## config.mk

```make
export PLATFORM = sky130hd
export DESIGN_NAME = touch_sensor_command_control
export DESIGN_NICKNAME = d
export VERILOG_FILES = /design/src/rtl/touch_chan_array.v /design/src/rtl/touch_sensor_command_control.v
export VERILOG_INCLUDE_DIRS = /design/src /design/src/pkg
export SDC_FILE = /design/constraint.sdc
export NUM_CORES = 1
export LEC_CHECK = 0
export ABC_AREA = 1
export ABC_CLOCK_PERIOD_IN_PS = 4980
export BUFFER_PORTS_ARGS = -buffer_cell sky130_fd_sc_hd__buf_4
export CORE_ASPECT_RATIO = 0.9
export CORE_MARGIN = 8
export CORE_UTILIZATION = 40
export CTS_CLUSTER_DIAMETER = 60
export CTS_CLUSTER_SIZE = 40
export DETAILED_ROUTE_END_ITERATION = 6
export PLACE_DENSITY_LB_ADDON = 0.08
export SETUP_SLACK_MARGIN = 0.2
export SLEW_MARGIN = 10
export SYNTH_ARGS = -nofsm -noshare
export SYNTH_HDL_FRONTEND = slang
export SYNTH_SLANG_ARGS = --single-unit
```

## constraint.sdc

```tcl
create_clock -name i_sys_clk -period 4.98 [get_ports i_sys_clk]
set_input_delay 0.249 -clock i_sys_clk [delete_from_list [all_inputs] [get_ports i_sys_clk]]
set_output_delay 0.249 -clock i_sys_clk [all_outputs]
set_load 0.02 [all_outputs]
```

## src/pkg/touch_consts.vh

```
/*
  Constants of the touch sensor command and control logic: opcodes, register
  reset values, counter figures and timing counts.
  Assumes inclusion by bare name from the rtl files; definitions only.
*/
`ifndef TOUCH_CONSTS_VH
`define TOUCH_CONSTS_VH

// ----------------------------------------------------------------------------
// opcodes
// ----------------------------------------------------------------------------
`define OP_RESTART 8'h00
`define OP_IRQ_RELEASE 8'h03
`define OP_SLEEP 8'h05
`define OP_RESUME 8'h06
`define OP_SETUP_STORE 8'h30
`define OP_SETUP_FETCH 8'h33
`define OP_OSC_STORE 8'h35
`define OP_OSC_FETCH 8'h36
`define OP_CHEN_STORE 8'h39
`define OP_CHEN_FETCH 8'h3A
`define OP_BUS_IRQ 8'h3C

// ----------------------------------------------------------------------------
// register reset values and fields
// ----------------------------------------------------------------------------
`define SETUP_RST 8'h00
`define OSC_RST 8'h0C
`define CHEN_RST 8'hFF
`define STATE_RST 8'h00
// osc register: coarse field bits 4:3, fine field bits 2:0
`define OSC_FREQ_MSB 4
// address base with the select bit as bit 0: 6'h1D gives 3Ah/3Bh
`define DEV_ADDR_BASE 6'h1D

// ----------------------------------------------------------------------------
// counter and timing
// ----------------------------------------------------------------------------
`define TOUCH_COUNT 7'h40
`define RATE_BASE 8'h40
// fast start-up after wake: 2000 ns at the 10 ns clock, sized for the counter
`define STARTUP_CYC 9'h0C8

`endif

```

## src/rtl/touch_chan_array.v

```verilog
/*
  Eight per-channel pulse counters of the touch sensor; each declares a touch
  after a run of up pulses.
  Assumes up and down pulses are one-cycle strobes synchronous to the clock.
*/
`timescale 1ns/10ps
`include "touch_consts.vh"

module touch_chan_array (
  input wire i_sys_clk,
  input wire i_rst,
  input wire i_clear,
  input wire i_run,
  input wire [7:0] i_up_pulse,
  input wire [7:0] i_down_pulse,
  output wire [7:0] o_touch
);

  // --------------------------------------------------------------------------
  // one counter per channel
  // --------------------------------------------------------------------------
  genvar g;
  generate
    for (g = 0; g < 8; g = g + 1) begin : chan
      reg [6:0] count;
      reg last_up;
      reg hit;
      // each channel owns its flag so no vector has several drivers
      assign o_touch[g] = hit;
      // count saturates at the threshold so a held touch stays active
      always @(posedge i_sys_clk or posedge i_rst) begin
        if (i_rst) begin
          count <= 7'h00;
          last_up <= 1'b0;
          hit <= 1'b0;
        end else if (i_clear) begin
          count <= 7'h00;
          last_up <= 1'b0;
          hit <= 1'b0;
        end else if (i_run && i_up_pulse[g] && !i_down_pulse[g]) begin
          if (!last_up) begin
            count <= 7'h01;
          end else if (count != `TOUCH_COUNT) begin
            count <= count + 7'h01;
          end
          last_up <= 1'b1;
          if (last_up && count == `TOUCH_COUNT - 7'h01) begin
            hit <= 1'b1;
          end
        end else if (i_run && i_down_pulse[g] && !i_up_pulse[g]) begin
          if (last_up) begin
            count <= 7'h01;
          end else if (count != `TOUCH_COUNT) begin
            count <= count + 7'h01;
          end
          last_up <= 1'b0;
          hit <= 1'b0;
        end
      end
    end
  endgenerate

endmodule

```

## src/rtl/touch_sensor_command_control.v

```verilog
/*
  Command interpreter and control of the eight-channel touch sensor: opcode
  decode, sleep and wake, sample-rate tick, sensor state and interrupt.
  Assumes an external byte-level serial target front end that presents each
  received byte as a one-cycle strobe and requests read bytes by strobe.
*/
`timescale 1ns/10ps
`include "touch_consts.vh"

module touch_sensor_command_control (
  input wire i_sys_clk,
  input wire i_rst,
  input wire i_start,
  input wire i_stop,
  input wire i_rx_valid,
  input wire [7:0] i_rx_byte,
  input wire i_tx_req,
  input wire i_sleep_pin,
  input wire i_addr_select_pin,
  input wire i_cascade_turn,
  input wire [7:0] i_up_pulse,
  input wire [7:0] i_down_pulse,
  output reg o_addr_match,
  output reg [7:0] o_tx_byte,
  output reg o_tx_valid,
  output reg o_tx_drive,
  output reg [7:0] o_sensor_state_register,
  output reg [7:0] o_setup_register,
  output reg [7:0] o_clock_setting_register,
  output reg [7:0] o_channel_enable_register,
  output reg o_irq_output_pin_n,
  output reg o_bus_irq_mode,
  output reg o_bus_irq_pending,
  output reg o_osc_enable,
  output reg o_analog_enable,
  output reg o_regulator_enable,
  output reg o_fast_start,
  output reg o_sample_tick
);

  // --------------------------------------------------------------------------
  // transaction states
  // --------------------------------------------------------------------------
  localparam ST_IDLE = 3'h0;
  localparam ST_ADDR = 3'h1;
  localparam ST_OPCODE = 3'h2;
  localparam ST_DATA = 3'h3;
  localparam ST_READ = 3'h4;
  localparam ST_SKIP = 3'h5;

  reg [2:0] state;
  reg [7:0] pend_op;
  reg sw_sleep;
  reg soft_clear;
  reg [8:0] startup_cnt;
  reg [7:0] rate_cnt;
  reg tx_second;
  reg fetch_armed;
  wire asleep;
  wire run;
  wire [7:0] touch;
  wire [7:0] next_state_reg;
  wire [6:0] my_addr;
  wire [7:0] rate_div;

  // sleep is the union of two sources; the resume opcode clears the opcode source only while the pin is low
  assign asleep = sw_sleep | i_sleep_pin;
  assign run = !asleep && (startup_cnt == 9'h000) && !soft_clear;
  assign my_addr = {`DEV_ADDR_BASE, i_addr_select_pin};
  // masked channels read as zero in the state register
  assign next_state_reg = touch & o_channel_enable_register;
  // higher frequency setting gives a shorter divider
  assign rate_div = `RATE_BASE - {3'h0, o_clock_setting_register[`OSC_FREQ_MSB:0]};

  touch_chan_array u_chan (
    .i_sys_clk(i_sys_clk),
    .i_rst(i_rst),
    .i_clear(soft_clear),
    .i_run(run),
    .i_up_pulse(i_up_pulse),
    .i_down_pulse(i_down_pulse),
    .o_touch(touch)
  );

  // --------------------------------------------------------------------------
  // command decode and register writes
  // --------------------------------------------------------------------------
  // the restart request is held one cycle so the channel array clears with it
  always @(posedge i_sys_clk or posedge i_rst) begin
    if (i_rst) begin
      state <= ST_IDLE;
      pend_op <= 8'h00;
      sw_sleep <= 1'b0;
      soft_clear <= 1'b0;
      o_addr_match <= 1'b0;
      o_setup_register <= `SETUP_RST;
      o_clock_setting_register <= `OSC_RST;
      o_channel_enable_register <= `CHEN_RST;
      o_bus_irq_mode <= 1'b0;
      tx_second <= 1'b0;
      fetch_armed <= 1'b0;
    end else begin
      soft_clear <= 1'b0;
      if (i_start) begin
        state <= ST_ADDR;
        o_addr_match <= 1'b0;
      end else if (i_stop) begin
        state <= ST_IDLE;
        o_addr_match <= 1'b0;
        fetch_armed <= 1'b0;
      end else if (i_rx_valid) begin
        case (state)
          ST_ADDR: begin
            fetch_armed <= 1'b0;
            if (i_rx_byte[7:1] != my_addr) begin
              state <= ST_SKIP;
            end else if (i_rx_byte[0]) begin
              state <= ST_READ;
              o_addr_match <= 1'b1;
              // a read right after a fetch opcode answers that fetch
              if (!fetch_armed) begin
                pend_op <= 8'hFF;
              end
              tx_second <= 1'b0;
            end else begin
              state <= ST_OPCODE;
              o_addr_match <= 1'b1;
            end
          end
          ST_OPCODE: begin
            pend_op <= i_rx_byte;
            state <= ST_SKIP;
            case (i_rx_byte)
              `OP_RESTART: begin
                soft_clear <= 1'b1;
                sw_sleep <= 1'b0;
                o_setup_register <= `SETUP_RST;
                o_clock_setting_register <= `OSC_RST;
                o_channel_enable_register <= `CHEN_RST;
                o_bus_irq_mode <= 1'b0;
              end
              `OP_SLEEP: begin
                // pin sleep already active: the opcode sleep still latches
                sw_sleep <= 1'b1;
              end
              `OP_RESUME: begin
                if (!i_sleep_pin) begin
                  sw_sleep <= 1'b0;
                end
              end
              `OP_BUS_IRQ: o_bus_irq_mode <= 1'b1;
              `OP_SETUP_STORE, `OP_OSC_STORE, `OP_CHEN_STORE: state <= ST_DATA;
              `OP_SETUP_FETCH, `OP_OSC_FETCH, `OP_CHEN_FETCH: begin
                state <= ST_OPCODE;
                fetch_armed <= 1'b1;
              end
              default: state <= ST_SKIP;
            endcase
          end
          ST_DATA: begin
            state <= ST_SKIP;
            case (pend_op)
              `OP_SETUP_STORE: o_setup_register <= i_rx_byte;
              `OP_OSC_STORE: o_clock_setting_register <= i_rx_byte;
              `OP_CHEN_STORE: o_channel_enable_register <= i_rx_byte;
              default: state <= ST_SKIP;
            endcase
          end
          default: state <= state;
        endcase
      end else if (i_tx_req && state == ST_READ) begin
        tx_second <= !tx_second;
      end
    end
  end

  // --------------------------------------------------------------------------
  // read data: fetch replies and state reads both repeat on every read request
  // --------------------------------------------------------------------------
  // fetch replies need a repeated start with read direction after the opcode;
  // the pending opcode survives the restart of the transaction
  always @(posedge i_sys_clk or posedge i_rst) begin
    if (i_rst) begin
      o_tx_byte <= 8'h00;
      o_tx_valid <= 1'b0;
      o_tx_drive <= 1'b0;
    end else begin
      o_tx_valid <= 1'b0;
      if (i_stop || i_start) begin
        o_tx_drive <= 1'b0;
      end else if (i_tx_req && state == ST_READ) begin
        o_tx_valid <= 1'b1;
        // in a cascade the partner takes every other byte
        o_tx_drive <= !(i_cascade_turn && tx_second);
        case (pend_op)
          `OP_SETUP_FETCH: o_tx_byte <= o_setup_register;
          `OP_OSC_FETCH: o_tx_byte <= o_clock_setting_register;
          `OP_CHEN_FETCH: o_tx_byte <= o_channel_enable_register;
          default: o_tx_byte <= o_sensor_state_register;
        endcase
      end
    end
  end

  // --------------------------------------------------------------------------
  // sensor state and interrupt
  // --------------------------------------------------------------------------
  // a change in the same cycle as a release wins, so no event is lost
  always @(posedge i_sys_clk or posedge i_rst) begin
    if (i_rst) begin
      o_sensor_state_register <= `STATE_RST;
      o_irq_output_pin_n <= 1'b1;
      o_bus_irq_pending <= 1'b0;
    end else if (soft_clear) begin
      o_sensor_state_register <= `STATE_RST;
      o_irq_output_pin_n <= 1'b1;
      o_bus_irq_pending <= 1'b0;
    end else begin
      o_sensor_state_register <= next_state_reg;
      if (next_state_reg != o_sensor_state_register) begin
        o_irq_output_pin_n <= o_bus_irq_mode;
        o_bus_irq_pending <= o_bus_irq_mode;
      end else if ((i_rx_valid && state == ST_OPCODE && i_rx_byte == `OP_IRQ_RELEASE)) begin
        o_irq_output_pin_n <= 1'b1;
        o_bus_irq_pending <= 1'b0;
      end else if (i_tx_req && state == ST_READ && pend_op == 8'hFF) begin
        o_irq_output_pin_n <= 1'b1;
        o_bus_irq_pending <= 1'b0;
      end
    end
  end

  // --------------------------------------------------------------------------
  // power control and start-up
  // --------------------------------------------------------------------------
  always @(posedge i_sys_clk or posedge i_rst) begin
    if (i_rst) begin
      o_osc_enable <= 1'b1;
      o_analog_enable <= 1'b1;
      o_regulator_enable <= 1'b1;
      o_fast_start <= 1'b1;
      startup_cnt <= `STARTUP_CYC;
    end else begin
      o_osc_enable <= !asleep;
      o_analog_enable <= !asleep;
      o_regulator_enable <= !asleep;
      if (asleep) begin
        startup_cnt <= `STARTUP_CYC;
        o_fast_start <= 1'b0;
      end else if (startup_cnt != 9'h000) begin
        startup_cnt <= startup_cnt - 9'h001;
        o_fast_start <= 1'b1;
      end else begin
        o_fast_start <= 1'b0;
      end
    end
  end

  // --------------------------------------------------------------------------
  // sample rate tick
  // --------------------------------------------------------------------------
  // the tick stops with the oscillator, so sleep leaves no activity
  always @(posedge i_sys_clk or posedge i_rst) begin
    if (i_rst) begin
      rate_cnt <= 8'h00;
      o_sample_tick <= 1'b0;
    end else if (!run) begin
      rate_cnt <= 8'h00;
      o_sample_tick <= 1'b0;
    end else if (rate_cnt >= rate_div - 8'h01) begin
      // counting 0 to divider-1 gives a tick every divider cycles
      rate_cnt <= 8'h00;
      o_sample_tick <= 1'b1;
    end else begin
      rate_cnt <= rate_cnt + 8'h01;
      o_sample_tick <= 1'b0;
    end
  end

endmodule

```

==> run metrics, run 1 <==
area share of xor/xnor cells in the synthesized design 4.62%; Critical Path Max Stage Delay 0.85 ns; startpoint of the lowest-slack register-to-register path state[2]$_DFFE_PP0P_; multiplexer area fraction after synthesis 0.225%; Die H between 150 and 200 um; area fraction in compound gates after synthesis 9.64%; net count after synthesis 1236; initial antenna violation count 0; Slowest-stage cell, CP sky130_fd_sc_hd__nor2_1; cells traversed along the worst timing path inv_1, nand2_1, nor2_1, o21ai_0, nand3_1, o21ai_0; required arrival time at the worst endpoint approximately 5.3 ns; most instantiated flip-flop cell in the synthesis netlist sky130_fd_sc_hd__dfrtp_1; Clock Power Share 48.8%; cells on worst reg2reg path 6; area inside the core boundary 22200 um^2; warnings from Yosys 0; max FFs per register 56; Worst Path Class, Setup reg -> reg; share of the core filled with cells in the final layout 47.4%; DRC Markers 0; critical path capture point type flop; count of buffer and inverter cells on the critical path 1; switching power summed over all nets 677 uW; level count of the clock H-tree 4; cell count after synthesis 1180; total wire length after detailed routing 24000 um; initial standard-cell utilization of the core 40.2%; total track usage approximately 18%; Worst Path Max Fanout 18; max-cap violation count 0; Post-CTS Setup Repair Bufs 0; Max Slew Vio Count 0; Resize count post-CTS 0; clock transition at the registers of the reported paths approximately 0.070 ns; Post-Synth Simple-Gate Area 30.8%; fraction of registers with async set or reset after synthesis 100%; Min-Delay Endpoint o_tx_drive$_DFFE_PP0P_; summed instance area of the synthesized netlist 8910 um^2; area overhead of the layout relative to synthesis 18.0%; average cell area after synthesis 7.55 um^2; combinational share of power 6.7%; data arrival time of the worst path roughly 2.8 ns; Die X-Extent between 150 and 200 um; critical path depth 6; Area after DPL 9870 um^2; Register-to-Register Setup Slack 2.50 ns; DRC marker count from the first detailed-route iteration 465; CTS tree built; antenna violation net count after detailed routing 0; top flop regs u_chan.chan.count x56, startup_cnt x9; total negative slack for setup checks 0 ns; switching power as a share of total power 23.3%; share of cells above drive strength 1 12.6%; final HPWL from detailed placement 18000 um; sink count of the clock tree 153; number of synthesized register bits 153; Post-Place Setup Slack 2.54 ns; Hold Fails Final Rpt 0; Critical Path Source Type flop; std cell rows 52; via count of the first global-routing pass roughly 7700; count of buffers inserted at the top-level ports just over 80; global-route wire length before repair 40000 um; post-layout power 2.91 mW; fraction of the mapped netlist area in adder cells under 10%; IO Count 84; min cycle time layout 2.48 ns; pin count of the biggest net entering global routing 58; # nets final 1328; sequential area share after synthesis 43.2%; buffer depth of the longest clock path 2; Slew headroom 26.3%; root cell of the clock tree sky130_fd_sc_hd__clkbuf_16; TritonRoute pass-1 iters 5; power density over cell area between 200 and 300 nW/um^2; Top cell by count, worst path sky130_fd_sc_hd__o21ai_0; number of buffers created by CTS 17; peak supply drop 0.000209 V; cell family with most CP delay simple AND/OR/NAND/NOR gates; total inserted antenna cells 0; Routed wire per std cell 15.1 um; main combinational cell family by area after synthesis simple AND/OR/NAND/NOR gates; status completed; clock insertion delay at the later pin of the skew report 0.43 ns; register name with the most flops u_chan.chan.count; final std cell area, no fill 10500 um^2; Hold Path Cell Cnt 2; worst clock skew roughly 0.013 ns; internal cell power about 2.2 mW; Slew @ Worst Pin 1.10 ns; final worst path period share 49.8%; post-synthesis cell type count 47; reported leakage power 5.21 nW; hold path startpoint i_cascade_turn; number of flops mapped to enable cells by yosys 0; Final GP Congestion 0.852; Die Footprint between 20000 and 30000 um^2; fmax 403 MHz; worst min-delay path class in -> reg; grt ovf 0; final-report setup violation count 0; mean number of vias per cell approximately 5; unrepaired setup endpoints after global routing false; Vias 7943; worst r2r dst o_clock_setting_register[0]$_DFFE_PP0P_; Seq pwr share 44.6%; final worst-path setup slack 2.50 ns
==> layout make-up <==
type                       count  area [um^2]
timing repair buffer          90          678
tap                          297          372
clock buffer                  22          474
inverter                     172          651
multi-input combinational    838         4330
sequential                   153         3850
fill                        2231        11700
clock inverter                10          164
==> logic make-up after synthesis <==
group                    after synthesis
buffers and inverters                189
adder cells (fa/ha/maj)               23
XOR/XNOR                              47
other                                  1
AO/OA/AOI/OAI                        153
multiplexers                           2
flip-flops                           153
AND/OR/NAND/NOR                      612
==> power groups by stage <==
stage / Clock (mW) / Combinational (mW) / Sequential [mW]
finish: 1.42 / 0.194 / 1.29
floorplan: 0 / 0.0902 / 1.33
global route: 1.51 / 0.218 / 1.30
global placement: 0 / 0.196 / 1.32
CTS: 1.46 / 0.198 / 1.29
detailed placement: 0 / 0.197 / 1.32
==> metal layers <==
layer	wire length [um]	global-route usage, %
met5	0	0
met4	284	5.00
met3	1010	2.89
met2	10600	28.9
met1	12000	25.3
==> cell usage in the layout, fill, tap and decap left out, types with 23 or more instances in the layout <==
cell type                 netlist  layout
sky130_fd_sc_hd__dfrtp_1      137     137
sky130_fd_sc_hd__ha_1          23      23
sky130_fd_sc_hd__xor2_1        33      33
sky130_fd_sc_hd__buf_4          2      89
sky130_fd_sc_hd__a21oi_1       24      24
sky130_fd_sc_hd__inv_1        166     165
sky130_fd_sc_hd__nand4_1       28      28
sky130_fd_sc_hd__nand2_1      271     271
sky130_fd_sc_hd__o21ai_0       80      80
sky130_fd_sc_hd__nor2_1       111     111
sky130_fd_sc_hd__nor3_1        29      29
sky130_fd_sc_hd__nand3_1      131     131
==> synthesized netlist by cell type, types with 2 or more instances <==
master / instances / area (um^2)
sky130_fd_sc_hd__o21ai_1: 14 / 70.1
sky130_fd_sc_hd__o22ai_1: 5 / 31.3
sky130_fd_sc_hd__nand2_1: 271 / 1020
sky130_fd_sc_hd__inv_1: 166 / 623
sky130_fd_sc_hd__nand4_1: 28 / 175
sky130_fd_sc_hd__nor3_1: 29 / 145
sky130_fd_sc_hd__buf_4: 2 / 15.0
sky130_fd_sc_hd__clkbuf_1: 5 / 18.8
sky130_fd_sc_hd__buf_1: 3 / 11.3
sky130_fd_sc_hd__a2bb2oi_1: 7 / 61.3
sky130_fd_sc_hd__nand3b_1: 12 / 90.1
sky130_fd_sc_hd__o21ai_0: 80 / 400
sky130_fd_sc_hd__mux2i_1: 2 / 20.0
sky130_fd_sc_hd__a21boi_0: 8 / 60.1
sky130_fd_sc_hd__dfstp_2: 16 / 420
sky130_fd_sc_hd__dfrtp_1: 137 / 3430
sky130_fd_sc_hd__nor2_2: 2 / 12.5
sky130_fd_sc_hd__xor2_1: 33 / 289
sky130_fd_sc_hd__nor2_1: 111 / 417
sky130_fd_sc_hd__nand2_2: 11 / 68.8
sky130_fd_sc_hd__inv_2: 5 / 18.8
sky130_fd_sc_hd__o211ai_1: 7 / 52.6
sky130_fd_sc_hd__xnor2_1: 14 / 123
sky130_fd_sc_hd__a21oi_1: 24 / 120
sky130_fd_sc_hd__o21a_1: 2 / 15.0
sky130_fd_sc_hd__buf_2: 6 / 30.0
sky130_fd_sc_hd__nand3_1: 131 / 656
sky130_fd_sc_hd__ha_1: 23 / 288
sky130_fd_sc_hd__or2_2: 2 / 12.5
sky130_fd_sc_hd__nor3b_1: 7 / 52.6
==> timing repair <==
action | CTS | global route
endpoints found under the hold margin | 41 | 0
hold buffers | 1 | 0
endpoints found under the setup margin | 0 | 0
==> through the flow <==
step | cells | hold WS, ns
2_1_floorplan | 1180 | 0.357
3_3_place_gp | 1549 | 0.304
3_5_place_dp | 1549 | 0.311
4_1_cts | 1582 | 0.00591
5_1_grt | 1582 | 0.0202
6_report | 1582 | 0.0178
==> worst max-delay path by stage <==
stage                                     from                                        to  slack (ns)
after floorplan                          i_rst                   fetch_armed$_DFFE_PP0P_        0.64
after detailed placement  state[2]$_DFFE_PP0P_   o_clock_setting_register[0]$_DFFE_PP0P_        2.54
after CTS                 state[2]$_DFFE_PP0P_   o_clock_setting_register[0]$_DFFE_PP0P_        2.53
after global placement    state[2]$_DFFE_PP0P_   o_clock_setting_register[4]$_DFFE_PP0P_        2.62
final                     state[2]$_DFFE_PP0P_   o_clock_setting_register[0]$_DFFE_PP0P_        2.50
after global routing      state[2]$_DFFE_PP0P_  o_channel_enable_register[7]$_DFFE_PP1P_        2.13
Power figures use the tool's default switching activity.
==> run 2, diff against run 1 <==
--- a/config.mk
+++ b/config.mk
@@ -7,7 +7,7 @@
 export NUM_CORES = 1
 export LEC_CHECK = 0
 export ABC_AREA = 1
-export ABC_CLOCK_PERIOD_IN_PS = 4980
+export ABC_CLOCK_PERIOD_IN_PS = 2400
 export BUFFER_PORTS_ARGS = -buffer_cell sky130_fd_sc_hd__buf_4
 export CORE_ASPECT_RATIO = 0.9
 export CORE_MARGIN = 8
==> constraint.sdc (replaced) <==
create_clock -name i_sys_clk -period 2.4 [get_ports i_sys_clk]
set_input_delay 0.12 -clock i_sys_clk [delete_from_list [all_inputs] [get_ports i_sys_clk]]
set_output_delay 0.12 -clock i_sys_clk [all_outputs]
set_load 0.02 [all_outputs]
==> run 2 against run 1 <==
Effect of this change: final cell count rose by 1.1%; design area is 2.0% higher; global-route usage rose by 0.40 points; die area did not move; power increased by 110%; utilization increased by 0.94 points; first-iteration DRC count increased by 6.2%; wire length rose by 1.7%; register-to-register slack got worse by 2.3 ns; clock skew down 0.0016 ns; critical endpoint is now o_channel_enable_register[7]$_DFFE_PP1P_; largest cell class unchanged; highest routed layer unchanged.
==> run metrics, run 2 (synthesized netlist as in run 1, its figures left out) <==
reported leakage power 5.30 nW; worst min-delay path class in -> reg; Worst setup endpoint o_channel_enable_register[7]$_DFFE_PP1P_; Routed wire per std cell between 15 and 20 um; antenna violation net count after detailed routing 0; sink count of the clock tree 153; DRC marker count from the first detailed-route iteration 494; Top cell by count, worst path sky130_fd_sc_hd__inv_1; Max Slew Vio Count 0; final-report setup violation count 0; total inserted antenna cells 0; min cycle time layout 2.15 ns; CTS tree built; Die Footprint 27300 um^2; worst clock skew 0.0114 ns; Worst Path Max Fanout 16; Worst Path Class, Setup reg -> reg; root cell of the clock tree sky130_fd_sc_hd__clkbuf_16; count of buffers inserted at the top-level ports 83; met1 track utilization from global routing 26.5%; mean number of vias per cell around 5; Register-to-Register Setup Slack 0.25 ns; clock transition at the registers of the reported paths ~0.06 ns; std cell rows 52; Area after DPL ~10000 um^2; met3 capacity usage during global routing between 3 and 4%; Slew headroom 51.6%; DRC Markers 0; top flop regs u_chan.chan.count x56, startup_cnt x9; max-cap violation count 0; initial standard-cell utilization of the core 40.2%; required arrival time at the worst endpoint 2.75 ns; GRT Max-Usage Layer met2; level count of the clock H-tree 4; cells traversed along the worst timing path inv_1, nand2_1, nor3_1, nand3_1, o21ai_0, inv_1; Slowest-stage cell, CP sky130_fd_sc_hd__nand3_1; peak supply drop 0.000351 V; Die H 158 um; # nets final 1345; FILL cells about 2200; global-route wire length before repair 41200 um; number of buffers created by CTS 17; buffer depth of the longest clock path 2; clock insertion delay at the later pin of the skew report between 0.4 and 0.5 ns; area occupied by registers 3850 um^2; Critical Path Max Stage Delay approximately 0.56 ns; critical path capture point type flop; startpoint of the lowest-slack register-to-register path state[2]$_DFFE_PP0P_; power density over cell area 560 nW/um^2; total wire length after detailed routing 24400 um; max FFs per register 56; CP Launch Point state[2]$_DFFE_PP0P_; Critical Path Source Type flop; Die X-Extent 173 um; via count of the first global-routing pass between 7000 and 8000; cells on worst reg2reg path 6; IO Count 84; area inside the core boundary 22200 um^2; fmax roughly 460 MHz; hold path startpoint i_up_pulse[2]; Final GP Congestion 0.853; final worst path period share around nine tenths; final std cell area, no fill 10700 um^2; unrepaired setup endpoints after global routing true; worst r2r dst o_channel_enable_register[7]$_DFFE_PP1P_; area overhead of the layout relative to synthesis 20.4%; Vias 7956; post-layout power 6.00 mW; grt met2 use 28.2%; most common library cell in the layout ignoring fill and taps sky130_fd_sc_hd__nand2_1; data arrival time of the worst path 2.50 ns; grt ovf 0; status completed; most used cells in the layout excluding fill and tap cells 269 x sky130_fd_sc_hd__nand2_1, 165 x sky130_fd_sc_hd__inv_1, 137 x sky130_fd_sc_hd__dfrtp_1; Slew @ Worst Pin 0.725 ns; register name with the most flops u_chan.chan.count; total negative slack for setup checks 0 ns; share of cells above drive strength 1 between 10 and 15%; TritonRoute pass-1 iters 5; total track usage 18.6%; final HPWL from detailed placement 18300 um; multi-input combinational cell area ~4400 um^2; pin count of the biggest net entering global routing 72; Hold Fails Final Rpt 0; initial antenna violation count 0
[run 2: power by group]
| part | internal, mW | switching [mW] |
|---|---|---|
| Clock | 1.80 | 1.10 |
| Sequential | 2.64 | 0.0403 |
| Combinational | 0.160 | 0.259 |
| Total | 4.60 | 1.40 |
[run 2: final cells by class]
type	count	area share, %
well taps	297	3.46
multi-input cells	838	40.6
clock inverters	11	1.57
flip-flops and latches	153	35.9
repair buffers	107	8.07
inverters	172	6.08
clock buffers	21	4.29
[run 2: critical path, delay by kind of cell (launching register included)]
family / cells / cell delay (ns)
flip-flops: 1 / 0.41
AND/OR/NAND/NOR: 3 / 1.14
buffers and inverters: 2 / 0.17
AO/OA/AOI/OAI: 1 / 0.37
[run 2: worst min-delay path by stage]
stage / end / slack [ns] / cells after the start
after CTS: o_setup_register[6]$_DFFE_PP0P_ / 0.005 / 3
after floorplan: state[0]$_DFFE_PP0P_ / 0.23 / 2
after global routing: o_setup_register[6]$_DFFE_PP0P_ / 0.03 / 3
after global placement: o_tx_valid$_DFF_PP0_ / 0.13 / 2
after detailed placement: o_tx_valid$_DFF_PP0_ / 0.13 / 2
final: u_chan.chan[2].last_up$_DFFE_PP0P_ / 0.02 / 3
[run 2: what timing repair did]
action	CTS	global route
resized for setup	1	8
endpoints found under the setup margin	25	68
pin swaps	1	2
gates cloned	0	0
buffers inserted	2	2
hold buffers	5	0
endpoints found under the hold margin	18	0
[run 2: per-layer routing]
layer | share of wire [%] | up-vias
met5 | 0 | -
met4 | 1.0 | 0
met3 | 4.8 | 17
met2 | 44 | 141
met1 | 50 | 3737
li1 | - | 4061
[run 2: metrics by stage]
step,setup WS (ns),utilization [%],std cells,hold slack (ns)
final,0.247,48.3,1599,0.0249
after global routing,0.0347,48.3,1599,0.0325
after CTS,0.219,48.2,1597,0.00526
after detailed placement,0.126,45.0,1558,0.130
after global placement,0.203,45.0,1558,0.126
after floorplan,0.362,-,1180,0.228
